==> config.mk <==
export PLATFORM = sky130hd
export DESIGN_NAME = rotate_subtract_sleep_exec
export DESIGN_NICKNAME = d
export VERILOG_FILES = /design/src/logic/rss_pkg.sv /design/src/logic/sub_unit.sv /design/src/logic/rotate_subtract_sleep_exec.sv
export SDC_FILE = /design/constraint.sdc
export NUM_CORES = 2
export LEC_CHECK = 0
export BUFFER_PORTS_ARGS = -buffer_cell sky130_fd_sc_hd__buf_2
export CAP_MARGIN = 40
export CORE_MARGIN = 5
export CORE_UTILIZATION = 36
export CTS_BUF_LIST = sky130_fd_sc_hd__clkbuf_8 sky130_fd_sc_hd__clkbuf_16
export DETAILED_ROUTE_END_ITERATION = 7
export SYNTH_ARGS = -nofsm -noshare
export SYNTH_HDL_FRONTEND = slang
export SYNTH_SLANG_ARGS = --single-unit
==> constraint.sdc <==
create_clock -name core_clk -period 1.15 [get_ports core_clk]
set_input_delay 0.1725 -clock core_clk [delete_from_list [all_inputs] [get_ports core_clk]]
set_output_delay 0.1725 -clock core_clk [all_outputs]
set_load 0.03 [all_outputs]
==> src/logic/rss_pkg.sv <==
// Purpose: Shared constants and types for the rotate, subtract and sleep execution datapath.
// Assumes: One core clock; an 8-bit accumulator and a 128-byte file register space.
// Notes: Register port offsets are byte addresses on an 8-bit address.
`default_nettype none

package rss_pkg;

	// ----------------------------------------
	// Widths and register port map
	// ----------------------------------------
	localparam int DATA_W = 8;
	localparam int FILE_AW = 7;
	localparam int REG_AW = 8;
	localparam logic [7:0] FILE_LAST_OFF = 8'h7F;
	localparam logic [7:0] ACC_OFF = 8'h80;
	localparam logic [7:0] STATUS_OFF = 8'h81;

	// ----------------------------------------
	// Status field positions and reset values
	// ----------------------------------------
	localparam int CARRY_POS = 0;
	localparam int NIBBLE_POS = 1;
	localparam int NULL_POS = 2;
	localparam int POWERDOWN_POS = 3;
	localparam int TIMEOUT_POS = 4;
	localparam int SLEEP_POS = 5;
	localparam logic [7:0] ACC_RESET = 8'h00;
	localparam logic CARRY_RESET = 1'b0;
	localparam logic NIBBLE_RESET = 1'b0;
	localparam logic NULL_RESET = 1'b0;
	localparam logic POWERDOWN_RESET = 1'b1;
	localparam logic TIMEOUT_RESET = 1'b1;

	// ----------------------------------------
	// Instruction carrier
	// ----------------------------------------
	typedef enum logic [2:0] {
		OP_NOP = 3'h0,
		OP_ROTATE_RIGHT_VIA_CARRY = 3'h1,
		OP_SUBTRACT_ACC_FROM_LITERAL = 3'h2,
		OP_SUBTRACT_ACC_FROM_FILE = 3'h3,
		OP_SUBTRACT_ACC_FROM_FILE_WITH_BORROW = 3'h4,
		OP_SLEEP = 3'h5
	} op_t;

	typedef struct packed {
		op_t op;
		logic [FILE_AW-1:0] file_addr;
		logic dest;
		logic [DATA_W-1:0] literal;
	} instr_t;

	localparam logic DEST_ACC = 1'b0;
	localparam logic DEST_FILE = 1'b1;

	typedef struct packed {
		logic timeout_status;
		logic powerdown_status;
		logic result_null_flag;
		logic nibble_borrow_bit;
		logic borrow_inverse_bit;
	} status_t;

	typedef enum logic {
		PWR_RUN = 1'b0,
		PWR_SLEEP = 1'b1
	} pwr_state_t;

endpackage

`default_nettype wire

==> src/logic/sub_unit.sv <==
// Purpose: Eight-bit subtractor producing difference, borrow, nibble borrow and null flags.
// Assumes: Borrow flags are inverted, so 1 means no borrow occurred.
// Notes: Purely combinational; the caller registers the results.
`default_nettype none

module sub_unit #(
	parameter int W = 8
) (
	input wire logic [W-1:0] minuend,
	input wire logic [W-1:0] subtrahend,
	input wire logic borrow_in_inv,
	input wire logic use_borrow,
	output logic [W-1:0] diff,
	output logic borrow_out_inv,
	output logic nibble_out_inv,
	output logic null_out
);

	logic carry_in;
	logic [W:0] full_sum;
	logic [4:0] low_sum;

	// Subtraction as minuend plus inverted subtrahend plus one, less any pending borrow.
	assign carry_in = use_borrow ? borrow_in_inv : 1'b1;
	assign full_sum = {1'b0, minuend} + {1'b0, ~subtrahend} + {{W{1'b0}}, carry_in};
	assign low_sum = {1'b0, minuend[3:0]} + {1'b0, ~subtrahend[3:0]} + {4'h0, carry_in};
	assign diff = full_sum[W-1:0];
	assign borrow_out_inv = full_sum[W];
	assign nibble_out_inv = low_sum[4];
	assign null_out = (full_sum[W-1:0] == '0);

endmodule

`default_nettype wire

==> src/logic/rotate_subtract_sleep_exec.sv <==
// Purpose: Executes rotate right through borrow, the subtract family and sleep for an 8-bit core.
// Assumes: One instruction per cycle when instr_valid is high and instr_ready is high.
// Notes: Instruction execution wins over a register port write in the same cycle.
`default_nettype none

module rotate_subtract_sleep_exec (
	input wire logic core_clk,
	input wire logic resetn,
	input wire logic instr_valid,
	input wire rss_pkg::instr_t instr,
	output logic instr_ready,
	input wire logic wake_req,
	output logic watchdog_clear,
	output logic osc_run,
	input wire logic [rss_pkg::REG_AW-1:0] reg_addr,
	input wire logic [rss_pkg::DATA_W-1:0] reg_wdata,
	input wire logic reg_wr,
	input wire logic reg_rd,
	output logic [rss_pkg::DATA_W-1:0] reg_rdata
);

	// ----------------------------------------
	// Reset release and wake synchroniser
	// ----------------------------------------
	logic [1:0] rst_sync_reg;
	logic rst_n;
	logic wake_meta_reg;
	logic wake_sync_reg;

	always_ff @(posedge core_clk or negedge resetn)
	begin
		if (!resetn)
			rst_sync_reg <= 2'b00;
		else
			rst_sync_reg <= {rst_sync_reg[0], 1'b1};
	end
	assign rst_n = rst_sync_reg[1];

	always_ff @(posedge core_clk or negedge rst_n)
	begin
		if (!rst_n)
		begin
			wake_meta_reg <= 1'b0;
			wake_sync_reg <= 1'b0;
		end
		else
		begin
			wake_meta_reg <= wake_req;
			wake_sync_reg <= wake_meta_reg;
		end
	end

	// ----------------------------------------
	// Operand selection and results
	// ----------------------------------------
	logic [rss_pkg::DATA_W-1:0] file_mem [0:(1 << rss_pkg::FILE_AW)-1];
	logic [rss_pkg::DATA_W-1:0] acc_reg;
	rss_pkg::status_t status_reg;
	rss_pkg::pwr_state_t pwr_reg;
	logic fire;
	logic is_sub;
	logic to_file_op;
	logic [rss_pkg::DATA_W-1:0] file_val;
	logic [rss_pkg::DATA_W-1:0] minuend;
	logic [rss_pkg::DATA_W-1:0] rot_res;
	logic [rss_pkg::DATA_W-1:0] result;
	logic [rss_pkg::DATA_W-1:0] diff;
	logic sub_borrow;
	logic sub_nibble;
	logic sub_null;

	assign instr_ready = (pwr_reg == rss_pkg::PWR_RUN);
	assign fire = instr_valid && instr_ready;
	assign is_sub = (instr.op == rss_pkg::OP_SUBTRACT_ACC_FROM_LITERAL) ||
		(instr.op == rss_pkg::OP_SUBTRACT_ACC_FROM_FILE) ||
		(instr.op == rss_pkg::OP_SUBTRACT_ACC_FROM_FILE_WITH_BORROW);
	assign to_file_op = (instr.op == rss_pkg::OP_ROTATE_RIGHT_VIA_CARRY) ||
		(instr.op == rss_pkg::OP_SUBTRACT_ACC_FROM_FILE) ||
		(instr.op == rss_pkg::OP_SUBTRACT_ACC_FROM_FILE_WITH_BORROW);
	assign file_val = file_mem[instr.file_addr];
	assign minuend = (instr.op == rss_pkg::OP_SUBTRACT_ACC_FROM_LITERAL) ? instr.literal : file_val;
	assign rot_res = {status_reg.borrow_inverse_bit, file_val[rss_pkg::DATA_W-1:1]};
	assign result = (instr.op == rss_pkg::OP_ROTATE_RIGHT_VIA_CARRY) ? rot_res : diff;

	sub_unit #(
		.W(rss_pkg::DATA_W)
	) u_sub (
		.minuend(minuend),
		.subtrahend(acc_reg),
		.borrow_in_inv(status_reg.borrow_inverse_bit),
		.use_borrow(instr.op == rss_pkg::OP_SUBTRACT_ACC_FROM_FILE_WITH_BORROW),
		.diff(diff),
		.borrow_out_inv(sub_borrow),
		.nibble_out_inv(sub_nibble),
		.null_out(sub_null)
	);

	// ----------------------------------------
	// Accumulator and file registers
	// ----------------------------------------
	always_ff @(posedge core_clk or negedge rst_n)
	begin
		if (!rst_n)
			acc_reg <= rss_pkg::ACC_RESET;
		else if (fire && (instr.op == rss_pkg::OP_SUBTRACT_ACC_FROM_LITERAL))
			acc_reg <= diff;
		else if (fire && to_file_op && (instr.dest == rss_pkg::DEST_ACC))
			acc_reg <= result;
		else if (reg_wr && (reg_addr == rss_pkg::ACC_OFF))
			acc_reg <= reg_wdata;
	end

	// File registers hold data only, so they carry no reset.
	always_ff @(posedge core_clk)
	begin
		if (fire && to_file_op && (instr.dest == rss_pkg::DEST_FILE))
			file_mem[instr.file_addr] <= result;
		else if (reg_wr && (reg_addr <= rss_pkg::FILE_LAST_OFF))
			file_mem[reg_addr[rss_pkg::FILE_AW-1:0]] <= reg_wdata;
	end

	// ----------------------------------------
	// Status bits
	// ----------------------------------------
	always_ff @(posedge core_clk or negedge rst_n)
	begin
		if (!rst_n)
		begin
			status_reg.borrow_inverse_bit <= rss_pkg::CARRY_RESET;
			status_reg.nibble_borrow_bit <= rss_pkg::NIBBLE_RESET;
			status_reg.result_null_flag <= rss_pkg::NULL_RESET;
			status_reg.powerdown_status <= rss_pkg::POWERDOWN_RESET;
			status_reg.timeout_status <= rss_pkg::TIMEOUT_RESET;
		end
		else if (fire && (instr.op == rss_pkg::OP_ROTATE_RIGHT_VIA_CARRY))
			status_reg.borrow_inverse_bit <= file_val[0];
		else if (fire && is_sub)
		begin
			status_reg.borrow_inverse_bit <= sub_borrow;
			status_reg.nibble_borrow_bit <= sub_nibble;
			status_reg.result_null_flag <= sub_null;
		end
		else if (fire && (instr.op == rss_pkg::OP_SLEEP))
		begin
			status_reg.powerdown_status <= 1'b0;
			status_reg.timeout_status <= 1'b1;
		end
		else if (reg_wr && (reg_addr == rss_pkg::STATUS_OFF))
		begin
			status_reg.borrow_inverse_bit <= reg_wdata[rss_pkg::CARRY_POS];
			status_reg.nibble_borrow_bit <= reg_wdata[rss_pkg::NIBBLE_POS];
			status_reg.result_null_flag <= reg_wdata[rss_pkg::NULL_POS];
			status_reg.powerdown_status <= reg_wdata[rss_pkg::POWERDOWN_POS];
			status_reg.timeout_status <= reg_wdata[rss_pkg::TIMEOUT_POS];
		end
	end

	// ----------------------------------------
	// Sleep control
	// ----------------------------------------
	// A wake request already high when sleep executes ends the sleep one cycle later.
	always_ff @(posedge core_clk or negedge rst_n)
	begin
		if (!rst_n)
			pwr_reg <= rss_pkg::PWR_RUN;
		else
		begin
			unique case (pwr_reg)
				rss_pkg::PWR_RUN:
					if (fire && (instr.op == rss_pkg::OP_SLEEP))
						pwr_reg <= rss_pkg::PWR_SLEEP;
				rss_pkg::PWR_SLEEP:
					if (wake_sync_reg)
						pwr_reg <= rss_pkg::PWR_RUN;
			endcase
		end
	end

	// One pulse clears both the watchdog counter and its prescaler outside this block.
	always_ff @(posedge core_clk or negedge rst_n)
	begin
		if (!rst_n)
			watchdog_clear <= 1'b0;
		else
			watchdog_clear <= fire && (instr.op == rss_pkg::OP_SLEEP);
	end

	assign osc_run = (pwr_reg == rss_pkg::PWR_RUN);

	// ----------------------------------------
	// Register port read
	// ----------------------------------------
	always_ff @(posedge core_clk or negedge rst_n)
	begin
		if (!rst_n)
			reg_rdata <= '0;
		else if (reg_rd && (reg_addr <= rss_pkg::FILE_LAST_OFF))
			reg_rdata <= file_mem[reg_addr[rss_pkg::FILE_AW-1:0]];
		else if (reg_rd && (reg_addr == rss_pkg::ACC_OFF))
			reg_rdata <= acc_reg;
		else if (reg_rd && (reg_addr == rss_pkg::STATUS_OFF))
			reg_rdata <= {2'b00, (pwr_reg == rss_pkg::PWR_SLEEP), status_reg};
		else
			reg_rdata <= '0;
	end
endmodule

`default_nettype wire

## Yosys cells after proc, flatten, opt, wreduce, memory -nomap -nowiden

Memory sizes are Yosys's and may differ from the RTL's.
Cells that the tools add are included.

| operators by class | value |
|---|---|
| add/sub/neg operators | 4 |
| $lt $le $gt $ge | 1 |
| equality and inequality tests | 9 |
| multiplexer cells | 25 |
| bitwise gates (word level) | 6 |
| reductions and logical operators | 27 |

Operators with widths:

| kind | count |
|---|---|
| 8-bit two-way mux | 8 |
| 8-bit == test (second input constant) | 2 |
| 1-bit logical AND | 14 |
| 1-bit two-way mux | 10 |
| 8-bit by 8-bit adder with 9-bit output | 1 |
| 9-bit by 1-bit adder with 9-bit output | 1 |
| 8-bit by 7-bit less-or-equal comparator with 1-bit output (second input constant) | 1 |
| 8-bit zero test | 1 |
| 8-bit NOT | 1 |
| 8-bit OR reduction | 1 |
| 7-bit two-way mux | 1 |
| 3-bit by 2-bit == test with 1-bit output (second input constant) | 2 |
| 3-bit == test (second input constant) | 2 |
| 3-bit two-way mux | 2 |
| 6-bit two-way mux | 1 |
| 3-bit AND reduction | 2 |
| 3-bit nonzero test | 2 |
| 4-bit by 4-bit adder with 5-bit output | 1 |
| 5-bit by 1-bit adder with 5-bit output | 1 |
| 5-bit two-way mux | 1 |
| 1-bit logical OR | 4 |
| 1-bit NOT | 4 |
| 4-bit NOT | 1 |
| 2-bit nonzero test | 2 |
| other kinds (6) | 6 |

| storage, ports and cells | value |
|---|---|
| register bits | 27 |
| RAM bits | 1024 |
| input bits | 41 |
| output and inout bits | 11 |
| logic and storage cells | 85 |
| memories kept | 1 |

Memory list:

| name | depth | width | read ports | clocked after memory_dff | wr ports | RTL line | source |
|---|---|---|---|---|---|---|---|
| file_mem | 128 | 8 | 2 | 0 | 1 | rotate_subtract_sleep_exec.sv:56 | `logic [rss_pkg::DATA_W-1:0] file_mem [0:(1 << rss_pkg::FILE_AW)-1];` |

## Longest topological paths before layout

| logic depth | value |
|---|---|
| depth after elaboration | 9 |
| gate-level depth with buffers | 20 |

## Cells and area by module

Synthesis repeated with hierarchy kept, for this count alone.

| second synthesis, totals | value |
|---|---|
| cells, all modules | 2727 |
| area, all modules | 50101.8 µm² |

By module, submodules not included:

| module | instances | cells each | area each (µm²) | sequential area each (µm²) |
|---|---|---|---|---|
| rotate_subtract_sleep_exec | 1 | 2674 | 49683.9 | 31427.6 |
| sub_unit | 1 | 53 | 417.9 | 0.0 |

## Least setup slack after synthesis

Ideal clock, no wire load.

| path | value |
|---|---|
| kind | in2reg |
| start | in instr[9] (netlist bit) |
| end | mem file_mem[0][4] (netlist bit) (data pin) |
| library setup time | 0.892 ns |
| data arrival time | 6.912 ns |
| required time | 0.258 ns |
| slack | -6.654 ns |
| stages on the path | 17 |
| path buffers | 3 |
| cell sequence | buf_6 > buf_6 > buf_2 > mux4_2 > a22oi_1 > a21oi_1 > nor4_2 > o311ai_1 > mux2i_1 > fa_1 > inv_1 > fa_1 > a21o_1 > a21oi_1 > xnor2_1 > a21oi_1 > a21oi_1 |

| between the ends | value |
|---|---|
| word-level cells in the longest chain between the ends | 6 |

Ends and longest elaborated chain:

| item | RTL line | source |
|---|---|---|
| from (decl) | rotate_subtract_sleep_exec.sv:10 | `input wire rss_pkg::instr_t instr,` |
| memory 128 x 8 bit * | n/a |  |
| 8-bit two-way mux | rotate_subtract_sleep_exec.sv:81 | `assign minuend = (instr.op == rss_pkg::OP_SUBTRACT_ACC_FROM_LITERAL) ? instr.literal : file_val;` |
| 8-bit by 8-bit adder with 9-bit output | sub_unit.sv:25 | `assign full_sum = {1'b0, minuend} + {1'b0, ~subtrahend} + {{W{1'b0}}, carry_in};` |
| 9-bit by 1-bit adder with 9-bit output | sub_unit.sv:25 |  |
| 8-bit two-way mux * | rotate_subtract_sleep_exec.sv:83 | `assign result = (instr.op == rss_pkg::OP_ROTATE_RIGHT_VIA_CARRY) ? rot_res : diff;` |
| 8-bit two-way mux (no source line) * | n/a |  |
| to (decl) | rotate_subtract_sleep_exec.sv:56 |  |

Mark *: on every way between the ends. The rest lies on a longest branch, timed or not.

==> results_tabular.tex <==
\begin{tabular}{lr}
\hline
Metric & Value \\
\hline
\multicolumn{2}{l}{\textbf{Status}} \\
Outcome & complete, but fails checks \\
Violated checks & negative setup slack \\
\multicolumn{2}{l}{\textbf{Setup path}} \\
Kind of cell adding the most delay to the critical path & multiplexers \\
CP Data Required Time & 1600 ps \\
Kind of critical path & flip-flop to flip-flop \\
Ordered list of cells on the worst path & mux4\_2 > mux4\_2 > and3b\_1 > nor4\_2 > buf\_4 > o311ai\_4 > mux2i\_1 > fa\_2 > inv\_2 > fa\_2 > a21o\_1 > a21oi\_4 > o21bai\_1 > a21oi\_2 > xor2\_2 > nor3\_2 > a221o\_4 > buf\_4 > buf\_16 \\
Largest fanout on the critical path & 20 \\
Delay of the slowest cell on the worst path & between 500 and 600 ps \\
CP max stage cell & sky130\_fd\_sc\_hd\_\_mux4\_2 \\
Kind of capture point of the worst setup path & flip-flop \\
Count of buffering cells on the critical path with inverters included & 4 \\
Type of origin of the critical path & flip-flop \\
CP Data Arrival Time & 5230 ps \\
\multicolumn{2}{l}{\textbf{Synth}} \\
Net count of the mapped netlist & about 2700 \\
Number of unique standard cell types used by synthesis & 86 \\
Most used flip-flop cell after synthesis & sky130\_fd\_sc\_hd\_\_edfxtp\_1 \\
Mean area per synthesized cell & around 19 sq um \\
Synthesized netlist cell count & 2666 \\
Fraction of registers with async set/reset & 0.02569 \\
Yosys warnings & 0 \\
Post-synthesis instance area & 50420 sq um \\
Sequential element share of the synthesized area & 0.6233 \\
Post-synthesis sequential element count & about 1100 \\
Number of flops mapped to enable cells by yosys & 1024 \\
\multicolumn{2}{l}{\textbf{STA}} \\
Unrepaired setup endpoints after global routing & yes \\
Fin crit share & 4.156 \\
Number of setup violations in the final report & between 2000 and 2500 \\
Fmax & about 210 MHz \\
Max-slew headroom & 0.5240 \\
Hold Fails Final Rpt & 0 \\
Final worst clock skew & 29.98 ps \\
Min Clock Period, post-route & roughly 4800 ps \\
Actual slew at the worst max-slew pin & 714.0 ps \\
Max Slew Vio Count & 0 \\
Post-route worst hold slack & 65.04 ps \\
Post-route worst setup slack & -3629 ps \\
\multicolumn{2}{l}{\textbf{Routing}} \\
DR DRC count & 0 \\
Drt wl/cell & 32.24 microns \\
Top sig layer & met5 \\
Detailed-routed wire length on met3 & 17.36 mm \\
DRC violation total after the first TritonRoute iteration & 4087 \\
Met1 wire length & 65.23 mm \\
Drt total wl & 170.5 mm \\
Vias after detailed routing & roughly 32000 \\
Ratio of routed vias to standard cells & 5.984 \\
Routed wl met2 & roughly 81 mm \\
Number of detailed-routing iterations run before antenna repair & 5 \\
Post-route antenna net violation count & 0 \\
\multicolumn{2}{l}{\textbf{Floorplan}} \\
Die span in x & 384.2 microns \\
Initial cell density of the core & 0.3618 \\
I/O pin count & 52 \\
Die height & between 300 and 400 microns \\
Floorplan core area & 139400 sq um \\
Number of standard-cell rows in the floorplan & 137 \\
Area of the die & roughly 150000 sq um \\
\multicolumn{2}{l}{\textbf{Global route}} \\
Vias in the first global route & 32207 \\
Grt total ovfl & 0 \\
All-Layer GR Usage & 0.2248 \\
Global-route wire length before repair & $\sim$240 mm \\
Maximum number of pins on one net before global-route repair & between 60 and 70 \\
Initial antenna violation count & 10 \\
\multicolumn{2}{l}{\textbf{Min path}} \\
Hold Path Class & input pin to flip-flop \\
\multicolumn{2}{l}{\textbf{Placement}} \\
Number of placed cells counting well taps & between 5000 and 6000 \\
HPWL after DPL & between 100 and 150 mm \\
Final weighted congestion of routability-driven global placement & 0.9148 \\
Count of input and output buffers & a little over 50 \\
\multicolumn{2}{l}{\textbf{Pwr}} \\
Switching part of the total & 0.2863 \\
Internal & 84980 uW \\
Relative contribution of the clock network to total power & 0.305 \\
Switching Power & 34090 uW \\
Sequential fraction of design power & 0.426 \\
Leak pwr & 0.02140 uW \\
Power per unit of standard cell area & 1897 nW/um\^{}2 \\
Proportion of power drawn by combinational gates & 0.269 \\
Worst vdd ir & 2.054 mV \\
\multicolumn{2}{l}{\textbf{CTS}} \\
Clock insertion delay at the later pin of the skew report & 740 ps \\
CTS Root Cell & sky130\_fd\_sc\_hd\_\_clkbuf\_16 \\
Clock Pin Slew Worst Setup and Hold Paths & roughly 60 ps \\
Clock tree from TritonCTS & yes \\
Number of clock sinks & roughly 1100 \\
Cts bufs inserted & 109 \\
Buffer levels on the longest clock path & 3 \\
CTS H-tree lvls & 3 \\
\multicolumn{2}{l}{\textbf{Cells and area}} \\
Most common cell after layout, fill and taps aside & sky130\_fd\_sc\_hd\_\_edfxtp\_1 \\
Post-layout utilization of the core & 0.4504 \\
Max reg flops & 1024 \\
P\&R area growth vs syn & 24.49\% \\
NumNets Final & between 3000 and 4000 \\
Commonest cells after routing, fill and taps aside & sky130\_fd\_sc\_hd\_\_edfxtp\_1 (1024), sky130\_fd\_sc\_hd\_\_buf\_4 (569), sky130\_fd\_sc\_hd\_\_mux4\_2 (507) \\
Fraction of layout cells with a size suffix above 1 & 0.4409 \\
Non-filler instance count after layout & 5289 \\
\multicolumn{2}{l}{\textbf{Flow run}} \\
Number of max-cap violations & 0 \\
\hline
\end{tabular}
-- power by group through the flow --
stage                     registers [uW]  clock network (uW)  logic, uW
after global placement             51600                   0      22500
after detailed placement           51600                   0      23400
after CTS                          50800               36900      27300
after floorplan                    50600                   0       9400
after global routing               50800               38500      33200
final                              50800               36300      32000
-- final cells by class --
type,instances,area [sq um]
clock inverter,87,885.9
multi-input combinational,1377,17920
sequential,1051,31430
tap,1876,2347
inverter,23,86.33
timing repair buffer,760,7307
fill,11814,76590
clock buffer,113,2783
antenna,2,5.005
-- routing by layer --
layer,vias up,global-route usage
met2,1732,0.3620
met5,-,0
met1,16860,0.3035
met4,6,0.08153
li1,12741,-
met3,313,0.04690
-- synthesized netlist by cell type, drive strengths merged, types with 25 or more instances --
cell type | count | area [sq um]
edfxtp | 1024 | 30750
mux4 | 529 | 12010
nor2 | 149 | 561.8
buf | 140 | 923.4
mux2i | 126 | 1274
nand2 | 80 | 300.3
a22oi | 76 | 570.6
clkbuf | 75 | 281.5
nor3 | 52 | 270.3
a21oi | 41 | 209.0
nand3 | 30 | 150.1
dfrtp | 25 | 625.6
o21ai | 25 | 132.6
o22ai | 25 | 156.4
-- path summary, 6_finish.rpt --
kind / slack, ps / startpoint / cells after the start / to
max: -3630 / file_mem[7][0] / 19 / file_mem[16][6]
min: 70 / instr[17] / 4 / status_reg[4]
max reg2reg: -3630 / file_mem[7][0] / 19 / file_mem[16][6]
min reg2reg: 230 / rst_sync_reg[1] / 1 / reg_rdata[3]
max in group asynchronous: 660 / rst_sync_reg[1] / 1 / status_reg[3]
min in group asynchronous: 230 / rst_sync_reg[1] / 1 / reg_rdata[3]
-- kinds of logic (layout without fill, tap and decap cells) --
group | count (synthesis) | after routing | synth area share
XOR/XNOR | 6 | 6 | 0.001042
adder cells (fa/ha/maj) | 9 | 9 | 0.002531
buffers and inverters | 238 | 983 | 0.02561
AND/OR/NAND/NOR | 394 | 394 | 0.03780
other | 1 | 3 | 0.00007438
multiplexers | 676 | 676 | 0.2681
AO/OA/AOI/OAI | 291 | 291 | 0.04149
flip-flops | 1051 | 1051 | 0.6233
-- repair_timing --
action / CTS / global route
resized for setup: 44 / 16
pin swaps: 6 / 7
gates cloned: 11 / 17
endpoints found under the setup margin: 2082 / 2082
hold endpoints to repair: 16 / 1
hold buffers: 13 / 1
buffers inserted: 7 / 12
-- through the flow --
step | power, uW | worst slack (ps) | area [sq um] | setup TNS, ps
global placement | 74040 | -4167 | 57850 | -5664220
CTS | 115000 | -3596 | 62180 | -4653640
detailed placement | 74980 | -4222 | 57860 | -5721680
floorplan | 59960 | -3710 | 50540 | -5099780
global route | 122500 | -3773 | 62760 | -5003950
finish | 119100 | -3629 | 62770 | -4757070
-- tightest hold or removal path, cell delays in order --
cell,delay [ps]
sky130_fd_sc_hd__buf_2,110
sky130_fd_sc_hd__buf_4,130
sky130_fd_sc_hd__o22ai_1,110
sky130_fd_sc_hd__mux2_2,230
(Power assumes the default switching activity.)
